==> src/cia_cfg.svh <==
// constants for the core indirect access bridge: offsets, bit positions, reset values
`ifndef CIA_CFG_SVH
`define CIA_CFG_SVH

`define CIA_OFF_STATUS 8'h00
`define CIA_OFF_ADDR 8'h04
`define CIA_OFF_DATA 8'h08
`define CIA_OFF_INCR 8'h0c
`define CIA_OFF_PASSIVE 8'h10

`define CIA_BIT_PENDING 0
`define CIA_BIT_ERROR 1
`define CIA_BIT_PEND_RD 2
`define CIA_BIT_ERR_RD 3

`define CIA_MARKER 32'h80000000
`define CIA_ADDR_STEP 32'h00000004
`define CIA_RST_WORD 32'h00000000
`define CIA_FULL_SEL 4'hf

`endif

==> src/cia_pkg.sv <==
// types shared by the core indirect access bridge and its shared-bus master
`default_nettype none

package cia_pkg;

    typedef enum logic [2:0] {
        CIA_VIEW_STATUS,
        CIA_VIEW_ADDR,
        CIA_VIEW_DATA,
        CIA_VIEW_INCR,
        CIA_VIEW_PASSIVE,
        CIA_VIEW_NONE
    } cia_view_e;

    typedef enum logic {
        CIA_SBM_IDLE,
        CIA_SBM_REQ
    } cia_sbm_e;

    typedef struct packed {
        cia_sbm_e st;
        logic we;
        logic [3:0] sel;
        logic [31:0] adr;
        logic [31:0] wdat;
        logic done;
        logic err;
        logic [31:0] rdat;
    } cia_sbm_s;

    typedef struct packed {
        logic ack;
        logic [31:0] rdat;
        logic [31:0] addr;
        logic [31:0] data;
        logic busy;
        logic err;
        logic pend_rd;
        logic err_rd;
        logic start;
        logic start_we;
        logic [31:0] start_adr;
        logic [31:0] start_dat;
    } cia_core_s;

endpackage : cia_pkg

`default_nettype wire

==> src/cia_sb_master.sv <==
// dedicated master on the internal shared bus: one full-word transfer per start pulse
`default_nettype none

module cia_sb_master
    import cia_pkg::*;
(
    input wire logic clk_i,
    input wire logic rst_i,
    input wire logic start_i,
    input wire logic we_i,
    input wire logic [31:0] adr_i,
    input wire logic [31:0] dat_i,
    output logic sb_cyc_o,
    output logic sb_stb_o,
    output logic sb_we_o,
    output logic [31:0] sb_adr_o,
    output logic [3:0] sb_sel_o,
    output logic [31:0] sb_dat_o,
    input wire logic sb_ack_i,
    input wire logic sb_err_i,
    input wire logic [31:0] sb_dat_i,
    output logic done_o,
    output logic err_o,
    output logic [31:0] rdat_o
);
    `include "cia_cfg.svh"

    cia_sbm_s s;
    cia_sbm_s next_s;

    always_comb begin
        next_s = s;
        next_s.done = 1'b0;
        case (s.st)
            CIA_SBM_IDLE: begin
                if (start_i) begin
                    next_s.st = CIA_SBM_REQ;
                    next_s.we = we_i;
                    next_s.adr = adr_i;
                    next_s.wdat = dat_i;
                    next_s.sel = `CIA_FULL_SEL;
                end
            end
            CIA_SBM_REQ: begin
                // arbitration stalls us here until the bus answers
                if (sb_ack_i || sb_err_i) begin
                    next_s.st = CIA_SBM_IDLE;
                    next_s.done = 1'b1;
                    next_s.err = sb_err_i;
                    next_s.rdat = sb_dat_i;
                    next_s.sel = 4'h0;
                end
            end
            default: begin
                next_s.st = CIA_SBM_IDLE;
            end
        endcase
    end

    always_ff @(posedge clk_i) begin
        if (rst_i) begin
            s <= '0;
        end else begin
            s <= next_s;
        end
    end

    assign sb_cyc_o = (s.st == CIA_SBM_REQ);
    assign sb_stb_o = (s.st == CIA_SBM_REQ);
    assign sb_we_o = s.we;
    assign sb_adr_o = s.adr;
    assign sb_sel_o = s.sel;
    assign sb_dat_o = s.wdat;
    assign done_o = s.done;
    assign err_o = s.err;
    assign rdat_o = s.rdat;

endmodule : cia_sb_master

`default_nettype wire

==> src/cia_bridge.sv <==
// core indirect access bridge: wishbone register slave driving a shared-bus master
//
// Operation
// - Only full-word 32-bit reads and writes are carried out on the shared bus.
// - Transfers go out through a dedicated shared-bus master that waits for arbitration.
// - Each transfer targets the byte address held in the software-written address register.
// - Writing the primary data window with no transfer pending stores the word and starts a shared-bus write of it.
// - Reading the primary data window with no transfer pending returns the held word, starts a read, and loads the result.
// - The auto-increment window acts as the primary one and then adds 4 to the address register.
// - The passive window reads and writes the held word and never starts a transfer.
// - A transfer ending in error sets the error flag and forces the held word to 0x80000000.
// - Every data window reads 0x80000000 while a transfer is pending.
// - A flag records whether a transfer was pending when a data window was last read.
// - A marker read with pending-at-read and error-at-read both clear is genuine data.
// - Auto-increment reads that hit a pending transfer leave the address unchanged.
`default_nettype none

module cia_bridge
    import cia_pkg::*;
(
    input wire logic clk_i,
    input wire logic rst_i,
    input wire logic wb_cyc_i,
    input wire logic wb_stb_i,
    input wire logic wb_we_i,
    input wire logic [7:0] wb_adr_i,
    input wire logic [3:0] wb_sel_i,
    input wire logic [31:0] wb_dat_i,
    output logic wb_ack_o,
    output logic [31:0] wb_dat_o,
    output logic sb_cyc_o,
    output logic sb_stb_o,
    output logic sb_we_o,
    output logic [31:0] sb_adr_o,
    output logic [3:0] sb_sel_o,
    output logic [31:0] sb_dat_o,
    input wire logic sb_ack_i,
    input wire logic sb_err_i,
    input wire logic [31:0] sb_dat_i
);
    `include "cia_cfg.svh"

    function automatic cia_view_e cia_decode(input logic [7:0] adr);
        cia_view_e v;
        if (adr == `CIA_OFF_STATUS) begin
            v = CIA_VIEW_STATUS;
        end else if (adr == `CIA_OFF_ADDR) begin
            v = CIA_VIEW_ADDR;
        end else if (adr == `CIA_OFF_DATA) begin
            v = CIA_VIEW_DATA;
        end else if (adr == `CIA_OFF_INCR) begin
            v = CIA_VIEW_INCR;
        end else if (adr == `CIA_OFF_PASSIVE) begin
            v = CIA_VIEW_PASSIVE;
        end else begin
            v = CIA_VIEW_NONE;
        end
        return v;
    endfunction : cia_decode

    function automatic logic cia_is_window(input cia_view_e v);
        return (v == CIA_VIEW_DATA) || (v == CIA_VIEW_INCR) || (v == CIA_VIEW_PASSIVE);
    endfunction : cia_is_window

    // byte-lane merge of a bus write into a stored word
    function automatic logic [31:0] cia_merge(
        input logic [31:0] old,
        input logic [31:0] wr,
        input logic [3:0] sel
    );
        logic [31:0] res;
        res = old;
        for (int i = 0; i < 4; i++) begin
            if (sel[i]) begin
                res[8*i +: 8] = wr[8*i +: 8];
            end
        end
        return res;
    endfunction : cia_merge

    cia_core_s s;
    cia_core_s next_s;
    logic take;
    cia_view_e view;
    logic sbm_done;
    logic sbm_err;
    logic [31:0] sbm_rdat;
    logic [31:0] merged;

    assign take = wb_cyc_i && wb_stb_i && !s.ack;
    assign view = cia_decode(wb_adr_i);
    assign merged = cia_merge(s.data, wb_dat_i, wb_sel_i);

    always_comb begin
        next_s = s;
        next_s.ack = 1'b0;
        next_s.start = 1'b0;
        if (take) begin
            next_s.ack = 1'b1;
            next_s.rdat = '0;
            if (!wb_we_i) begin
                if (view == CIA_VIEW_STATUS) begin
                    next_s.rdat[`CIA_BIT_PENDING] = s.busy;
                    next_s.rdat[`CIA_BIT_ERROR] = s.err;
                    next_s.rdat[`CIA_BIT_PEND_RD] = s.pend_rd;
                    next_s.rdat[`CIA_BIT_ERR_RD] = s.err_rd;
                end else if (view == CIA_VIEW_ADDR) begin
                    next_s.rdat = s.addr;
                end else if (cia_is_window(view)) begin
                    next_s.rdat = s.busy ? `CIA_MARKER : s.data;
                    next_s.pend_rd = s.busy;
                    next_s.err_rd = s.err;
                    if (!s.busy && view != CIA_VIEW_PASSIVE) begin
                        next_s.busy = 1'b1;
                        next_s.start = 1'b1;
                        next_s.start_we = 1'b0;
                        next_s.start_adr = s.addr;
                    end
                end
            end else begin
                if (view == CIA_VIEW_STATUS) begin
                    if (wb_sel_i[0] && wb_dat_i[`CIA_BIT_ERROR]) begin
                        next_s.err = 1'b0;
                    end
                end else if (view == CIA_VIEW_ADDR) begin
                    next_s.addr = cia_merge(s.addr, wb_dat_i, wb_sel_i);
                end else if (cia_is_window(view) && !s.busy) begin
                    next_s.data = merged;
                    if (view != CIA_VIEW_PASSIVE) begin
                        next_s.busy = 1'b1;
                        next_s.start = 1'b1;
                        next_s.start_we = 1'b1;
                        next_s.start_adr = s.addr;
                        next_s.start_dat = merged;
                    end
                end
            end
            if (view == CIA_VIEW_INCR && !s.busy) begin
                next_s.addr = s.addr + `CIA_ADDR_STEP;
            end
        end
        if (s.busy && sbm_done) begin
            next_s.busy = 1'b0;
            if (sbm_err) begin
                next_s.err = 1'b1;
                next_s.data = `CIA_MARKER;
            end else if (!s.start_we) begin
                next_s.data = sbm_rdat;
            end
        end
    end

    always_ff @(posedge clk_i) begin
        if (rst_i) begin
            s <= '0;
        end else begin
            s <= next_s;
        end
    end

    assign wb_ack_o = s.ack;
    assign wb_dat_o = s.rdat;

    cia_sb_master u_master (
        .clk_i(clk_i),
        .rst_i(rst_i),
        .start_i(s.start),
        .we_i(s.start_we),
        .adr_i(s.start_adr),
        .dat_i(s.start_dat),
        .sb_cyc_o(sb_cyc_o),
        .sb_stb_o(sb_stb_o),
        .sb_we_o(sb_we_o),
        .sb_adr_o(sb_adr_o),
        .sb_sel_o(sb_sel_o),
        .sb_dat_o(sb_dat_o),
        .sb_ack_i(sb_ack_i),
        .sb_err_i(sb_err_i),
        .sb_dat_i(sb_dat_i),
        .done_o(sbm_done),
        .err_o(sbm_err),
        .rdat_o(sbm_rdat)
    );
endmodule : cia_bridge

`default_nettype wire

==> config.mk <==
export PLATFORM = sky130hd
export DESIGN_NAME = cia_bridge
export DESIGN_NICKNAME = d
export VERILOG_FILES = /design/src/cia_pkg.sv /design/src/cia_sb_master.sv /design/src/cia_bridge.sv
export VERILOG_INCLUDE_DIRS = /design/src /design/src/src
export SDC_FILE = /design/constraint.sdc
export NUM_CORES = 1
export LEC_CHECK = 0
export BUFFER_PORTS_ARGS = -buffer_cell sky130_fd_sc_hd__clkbuf_2
export CELL_PAD_IN_SITES_DETAIL_PLACEMENT = 0
export CELL_PAD_IN_SITES_GLOBAL_PLACEMENT = 1
export CORE_ASPECT_RATIO = 1.1
export CORE_MARGIN = 3
export CORE_UTILIZATION = 45
export CTS_CLUSTER_DIAMETER = 200
export DETAILED_ROUTE_END_ITERATION = 16
export PLACE_DENSITY_LB_ADDON = 0.05
export SLEW_MARGIN = 10
export SYNTH_ARGS = -nofsm -noshare
export SYNTH_HDL_FRONTEND = slang
export SYNTH_HIERARCHICAL = 1
export SYNTH_SLANG_ARGS = --single-unit
==> constraint.sdc <==
create_clock -name clk_i -period 3.6 [get_ports clk_i]
set_input_delay 0 -clock clk_i [delete_from_list [all_inputs] [get_ports clk_i]]
set_output_delay 0 -clock clk_i [all_outputs]
set_load 0.05 [all_outputs]
# ---- After elaboration in Yosys (flattened, before gate mapping)
# Index checks and enable logic that the tools add are counted.
dict set report op_classes {
  bitwise 5
  mux 56
  add_sub_neg 1
  reduce_logical 35
  eq_ne 14
}
# operator n
set op_table {}
lappend op_table {{32-bit two-way mux} 9}
lappend op_table {{66-bit two-way mux} 4}
lappend op_table {{167-bit two-way mux} 1}
lappend op_table {{34-bit two-way mux} 4}
lappend op_table {{36-bit two-way mux} 3}
lappend op_table {{70-bit two-way mux} 1}
lappend op_table {{33-bit two-way mux} 2}
lappend op_table {{65-bit two-way mux} 1}
lappend op_table {{64-bit two-way mux} 1}
lappend op_table {{8-bit two-way mux} 8}
lappend op_table {{32-bit by 3-bit adder with 32-bit output, second input constant} 1}
lappend op_table {{28-bit two-way mux} 1}
lappend op_table {{5-bit AND reduction} 5}
lappend op_table {{8-bit by 4-bit equality test with 1-bit output, second input constant} 2}
lappend op_table {{2-bit nonzero test} 8}
lappend op_table {{1-bit two-way mux} 12}
lappend op_table {{3-bit two-way mux} 4}
lappend op_table {{8-bit by 3-bit equality test with 1-bit output, second input constant} 1}
lappend op_table {{8-bit by 5-bit equality test with 1-bit output, second input constant} 1}
lappend op_table {{8-bit logical NOT} 1}
lappend op_table {{4-bit two-way mux} 2}
lappend op_table {{4-bit case mux with 2 select lines} 1}
lappend op_table {{1-bit logical AND} 7}
lappend op_table {{7-bit AND reduction} 1}
lappend op_table {{other kinds (15)} 30}
dict set report totals {
  reg_bits 271
  elab_cells 134
  input_bits 83
  output_inout_bits 104
}

# ---- Logic depth before layout (Yosys ltp)
dict set report logic_depth {
  word_depth 19
  depth_mapped 9
  depth_no_buf 5
}

# ---- Cells and area by module
# The synthesis kept the hierarchy.
# module seq_area_each_um2 n_inst cells_per_inst area_per_inst_um2
set modules_own_cells {}
lappend modules_own_cells {cia_bridge 3343.2 1 921 7872.6}
lappend modules_own_cells {cia_sb_master 2021.9 1 441 3559.7}

# ---- Least setup slack after synthesis
# OpenSTA, ideal clock, no wires.
dict set report synth_timing {
  path_kind {reg2reg}
  startpoint {register s (netlist bit wb_ack_o)}
  endpoint {register s[104] (netlist name)}
  setup_time_ps 74
  path_slack_ps 1569
  required_ps 3526
  period_less_slack_ps 2031
  path_buffers 2
  t_arrival_ps 1956
  stages_incl_launch_ff 8
  path_cell_list {dfxtp_1 and3b_1 buf_2 nand3_1 or2_1 buf_6 or3_1 a31oi_1}
}
dict set report synth_between {
  elab_chain_cells 3
}
# element line_no
set synth_rtl {}
lappend synth_rtl {{from (decl)} cia_bridge.sv:81} ;# cia_core_s s;
lappend synth_rtl {{from (signal assigned)} cia_bridge.sv:157} ;# s <= next_s;
lappend synth_rtl {{1-bit logical NOT} cia_bridge.sv:90} ;# assign take = wb_cyc_i && wb_stb_i && !s.ack;
lappend synth_rtl {{1-bit logical AND} cia_bridge.sv:90}
lappend synth_rtl {{5-bit AND reduction (no line)} n/a}
# Every way passes these cells.
# A chain may end at the register's enable or synchronous reset.

# ---- Final worst setup path
dict set report layout_timing {
  startpoint {register s[69] (netlist name)}
  endpoint {register s[26] (netlist name)}
}
dict set report layout_between {
  elab_chain_cells 3
}
# element line_no
set layout_rtl {}
lappend layout_rtl {{1-bit logical NOT} cia_bridge.sv:127} ;# end else if (cia_is_window(view) && !s.busy) begin
lappend layout_rtl {{1-bit logical AND} cia_bridge.sv:127}
lappend layout_rtl {{6-bit AND reduction (no line)} n/a}
# Every way passes these cells.

==> results_dict.tcl <==
set metrics [dict create \
    cts_tree "done" \
    clkTransAtPathRegs_ns 0.06 \
    cts.sinks 268 \
    fillers 2359 \
    gp_congestion 0.8853 \
    worst_pin_slew_ns 1.133 \
    yosys_warnings 6 \
    drive_gt1_share_pct 16.56 \
    layout_worst_path_cycle_share_pct 67.28 \
    initial_utilization_pct 46.29 \
    cts_root_buffer "clkbuf_16" \
    first_pass_iters 6 \
    finalHoldViolations 0 \
    wl_met1_um 16180 \
    h-tree-depth 1 \
    crit_arrival_ns 2.85 \
    rsz0062_at_grt "no" \
    routed-via-count 10310 \
    routed_via_density 5.521 \
    topRoutingLayerUsed "met4" \
    hold_path.class "in2reg" \
    synth_edf_count 0 \
    maxCapViolCount 0 \
    grt_pass1_vias 9658 \
    end_kind "register" \
    grt_pass1_wl_um 53810 \
    n_antenna_cell 0 \
    syn_area_per_cell_um2 8.394 \
    async_reset_ff_share_pct 0 \
    drc_errors 0 \
    wirelength_um 34770 \
    dieArea_um2 27360 \
    pin_count 187 \
    fin_tns_setup_ns 0 \
    cts_hold_buf 97 \
    worst_clock_skew_ns 0.01003 \
    grt_overflow 0 \
    fmax_mhz 412.9 \
    post_drt_wl_per_cell_um 18.61 \
    slew_headroom_pct 24.24 \
    final_common_cell "nand2_1" \
    routed-wl-met2_um 15330 \
    areaGrowthSynthToFinish_pct 21.21 \
    ant_nets 0 \
    crit_fanout 65 \
    placementRows 60 \
    powerDensity_nw_per_um2 431.5 \
    slew_viol_final 0 \
    die_x_um 158.0 \
    ys_ff_latch 268 \
    clock_latency_ns 0.53 \
    required_ns 4.03 \
    synthCells 1362 \
    post_synth_instance_area_um2 11430 \
    nNetsFinal 1621 \
    outcome "finished, final reports clean" \
    core_area_um2 24700 \
    clockBufferDepth 3 \
    cp-start-kind "register" \
    fin_ws_ns 1.178 \
    ir_drop_mv 0.3143 \
    leakage_nw 5.242 \
    die_h_um 173.2 \
    finalSetupViolCount 0 \
    port_buffers 186 \
    grt_use_total_pct 24.38 \
    drt_iter0_markers 852 \
    mostFrequentLayoutCells "297 x nand2_1, 268 x dfxtp_1, 185 x clkbuf_2" \
    met3_length_um 2423 \
    ys_types 64 \
    cts_resized 0 \
    fin_crit_ns 2.422 \
    cts_setup_buffers 0 \
    crit_type "reg2reg" \
    post-place-ws_ns 1.216 \
    grt_max_degree 96 \
    yosysSeqAreaShare_pct 46.93 \
    cts_buffers 28 \
    syn_nets 1446 \
    synthFlopType "dfxtp_1" \
    dp_hpwl_um 23910 \
    antenna_found_initial 0 \
]
==> sequential cells by signal (all words and copies together) (netlist names), 32 cells and up, named ones only <==
| signal | flops |
|---|---|
| s | 132 |
| u_master/sb_dat_o | 32 |
| u_master/sb_adr_o | 32 |
| u_master/rdat_o | 32 |
| wb_dat_o | 32 |
==> layer usage <==
metal / vias up / track usage (%)
li1: 5129 / -
met1: 4774 / 35.65
met2: 362 / 37.54
met3: 49 / 3.755
met4: 0 / 6.454
met5: - / 0
==> report_power, final <==
part,internal (mW),switching (mW)
sequential,2.97,0.00164
combinational,0.116,0.174
clock,1.56,1.16
total,4.65,1.33
==> final timing paths <==
path	start	to	slack (ns)	depth (start not counted)
min	wb_stb_i	wb_dat_o[3]$_SDFFE_PP0P_	0.07	5
max	s[69]$_SDFFE_PP0P_	s[26]$_SDFFE_PP0P_	1.18	7
min reg2reg	u_master/sb_dat_o[11]$_SDFFE_PP0P_	u_master/sb_dat_o[11]$_SDFFE_PP0P_	0.45	2
max reg2reg	s[69]$_SDFFE_PP0P_	s[26]$_SDFFE_PP0P_	1.18	7
==> cell type report <==
class / count / area [um2] / share of cell area [%]
clock inverter: 6 / 38.79 / 0.2799
multi-input combinational: 931 / 5181 / 37.39
timing repair buffer: 298 / 2021 / 14.58
clock buffer: 45 / 825.8 / 5.959
inverter: 10 / 37.54 / 0.2709
sequential: 268 / 5365 / 38.72
tap: 310 / 387.9 / 2.799
==> cell families (layout without fill, tap and decap cells) <==
logic type / Yosys count / in the layout / synth area share [%]
buf+inv: 163 / 359 / 7.979
flops: 268 / 268 / 46.93
fa+ha+maj: 1 / 1 / 0.1094
mux: 59 / 59 / 5.166
compound gates: 359 / 359 / 20.03
xor+xnor: 5 / 5 / 0.3830
simple gates: 507 / 507 / 19.40
==> cell usage after synthesis, drive strengths merged, types with 4 or more instances <==
library cell,instances,area share [%]
a21oi,170,7.4
nand2,297,9.8
nor2,101,3.3
o32ai,5,0.38
nand4,15,0.99
and2,4,0.22
nor4,8,0.44
and3,11,0.62
o2bb2ai,8,0.61
nor3,20,0.88
buf,89,5.5
a31oi,12,0.66
and4,6,0.46
o31a,6,0.46
inv,10,0.33
dfxtp,268,47
o21ai,45,2.0
mux2i,59,5.2
clkbuf,64,2.1
nand3,22,1.0
xnor2,5,0.38
or2,4,0.22
a222oi,30,2.6
a211oi,38,2.5
a32oi,5,0.38
a221oi,7,0.54
a311oi,6,0.46
nand3b,4,0.26
==> stage by stage <==
| stage | instance area, um2 | utilization [%] | std cells | hold WS, ns | power [mW] |
|---|---|---|---|---|---|
| CTS | 13860 | 56.10 | 1868 | 0.03867 | 6.031 |
| finish | 13860 | 56.10 | 1868 | 0.06793 | 5.979 |
| global placement | 12020 | 48.67 | 1720 | 0.2252 | 3.262 |
| global route | 13860 | 56.10 | 1868 | 0.08812 | 6.178 |
| detailed placement | 12020 | 48.67 | 1720 | 0.2280 | 3.261 |
| floorplan | 11430 | - | 1362 | 0.1360 | 3.148 |
==> worst max-delay path, cell delays in order, from the launching register on <==
cell and delay, ns:
dfxtp_1 0.45, nor4b_4 0.53, nand3_2 0.11, buf_4 0.27, nor2_4 0.11, buf_4 0.49
nor2_1 0.09, a211oi_1 0.25
No activity file was read; power rests on OpenSTA's default activity.
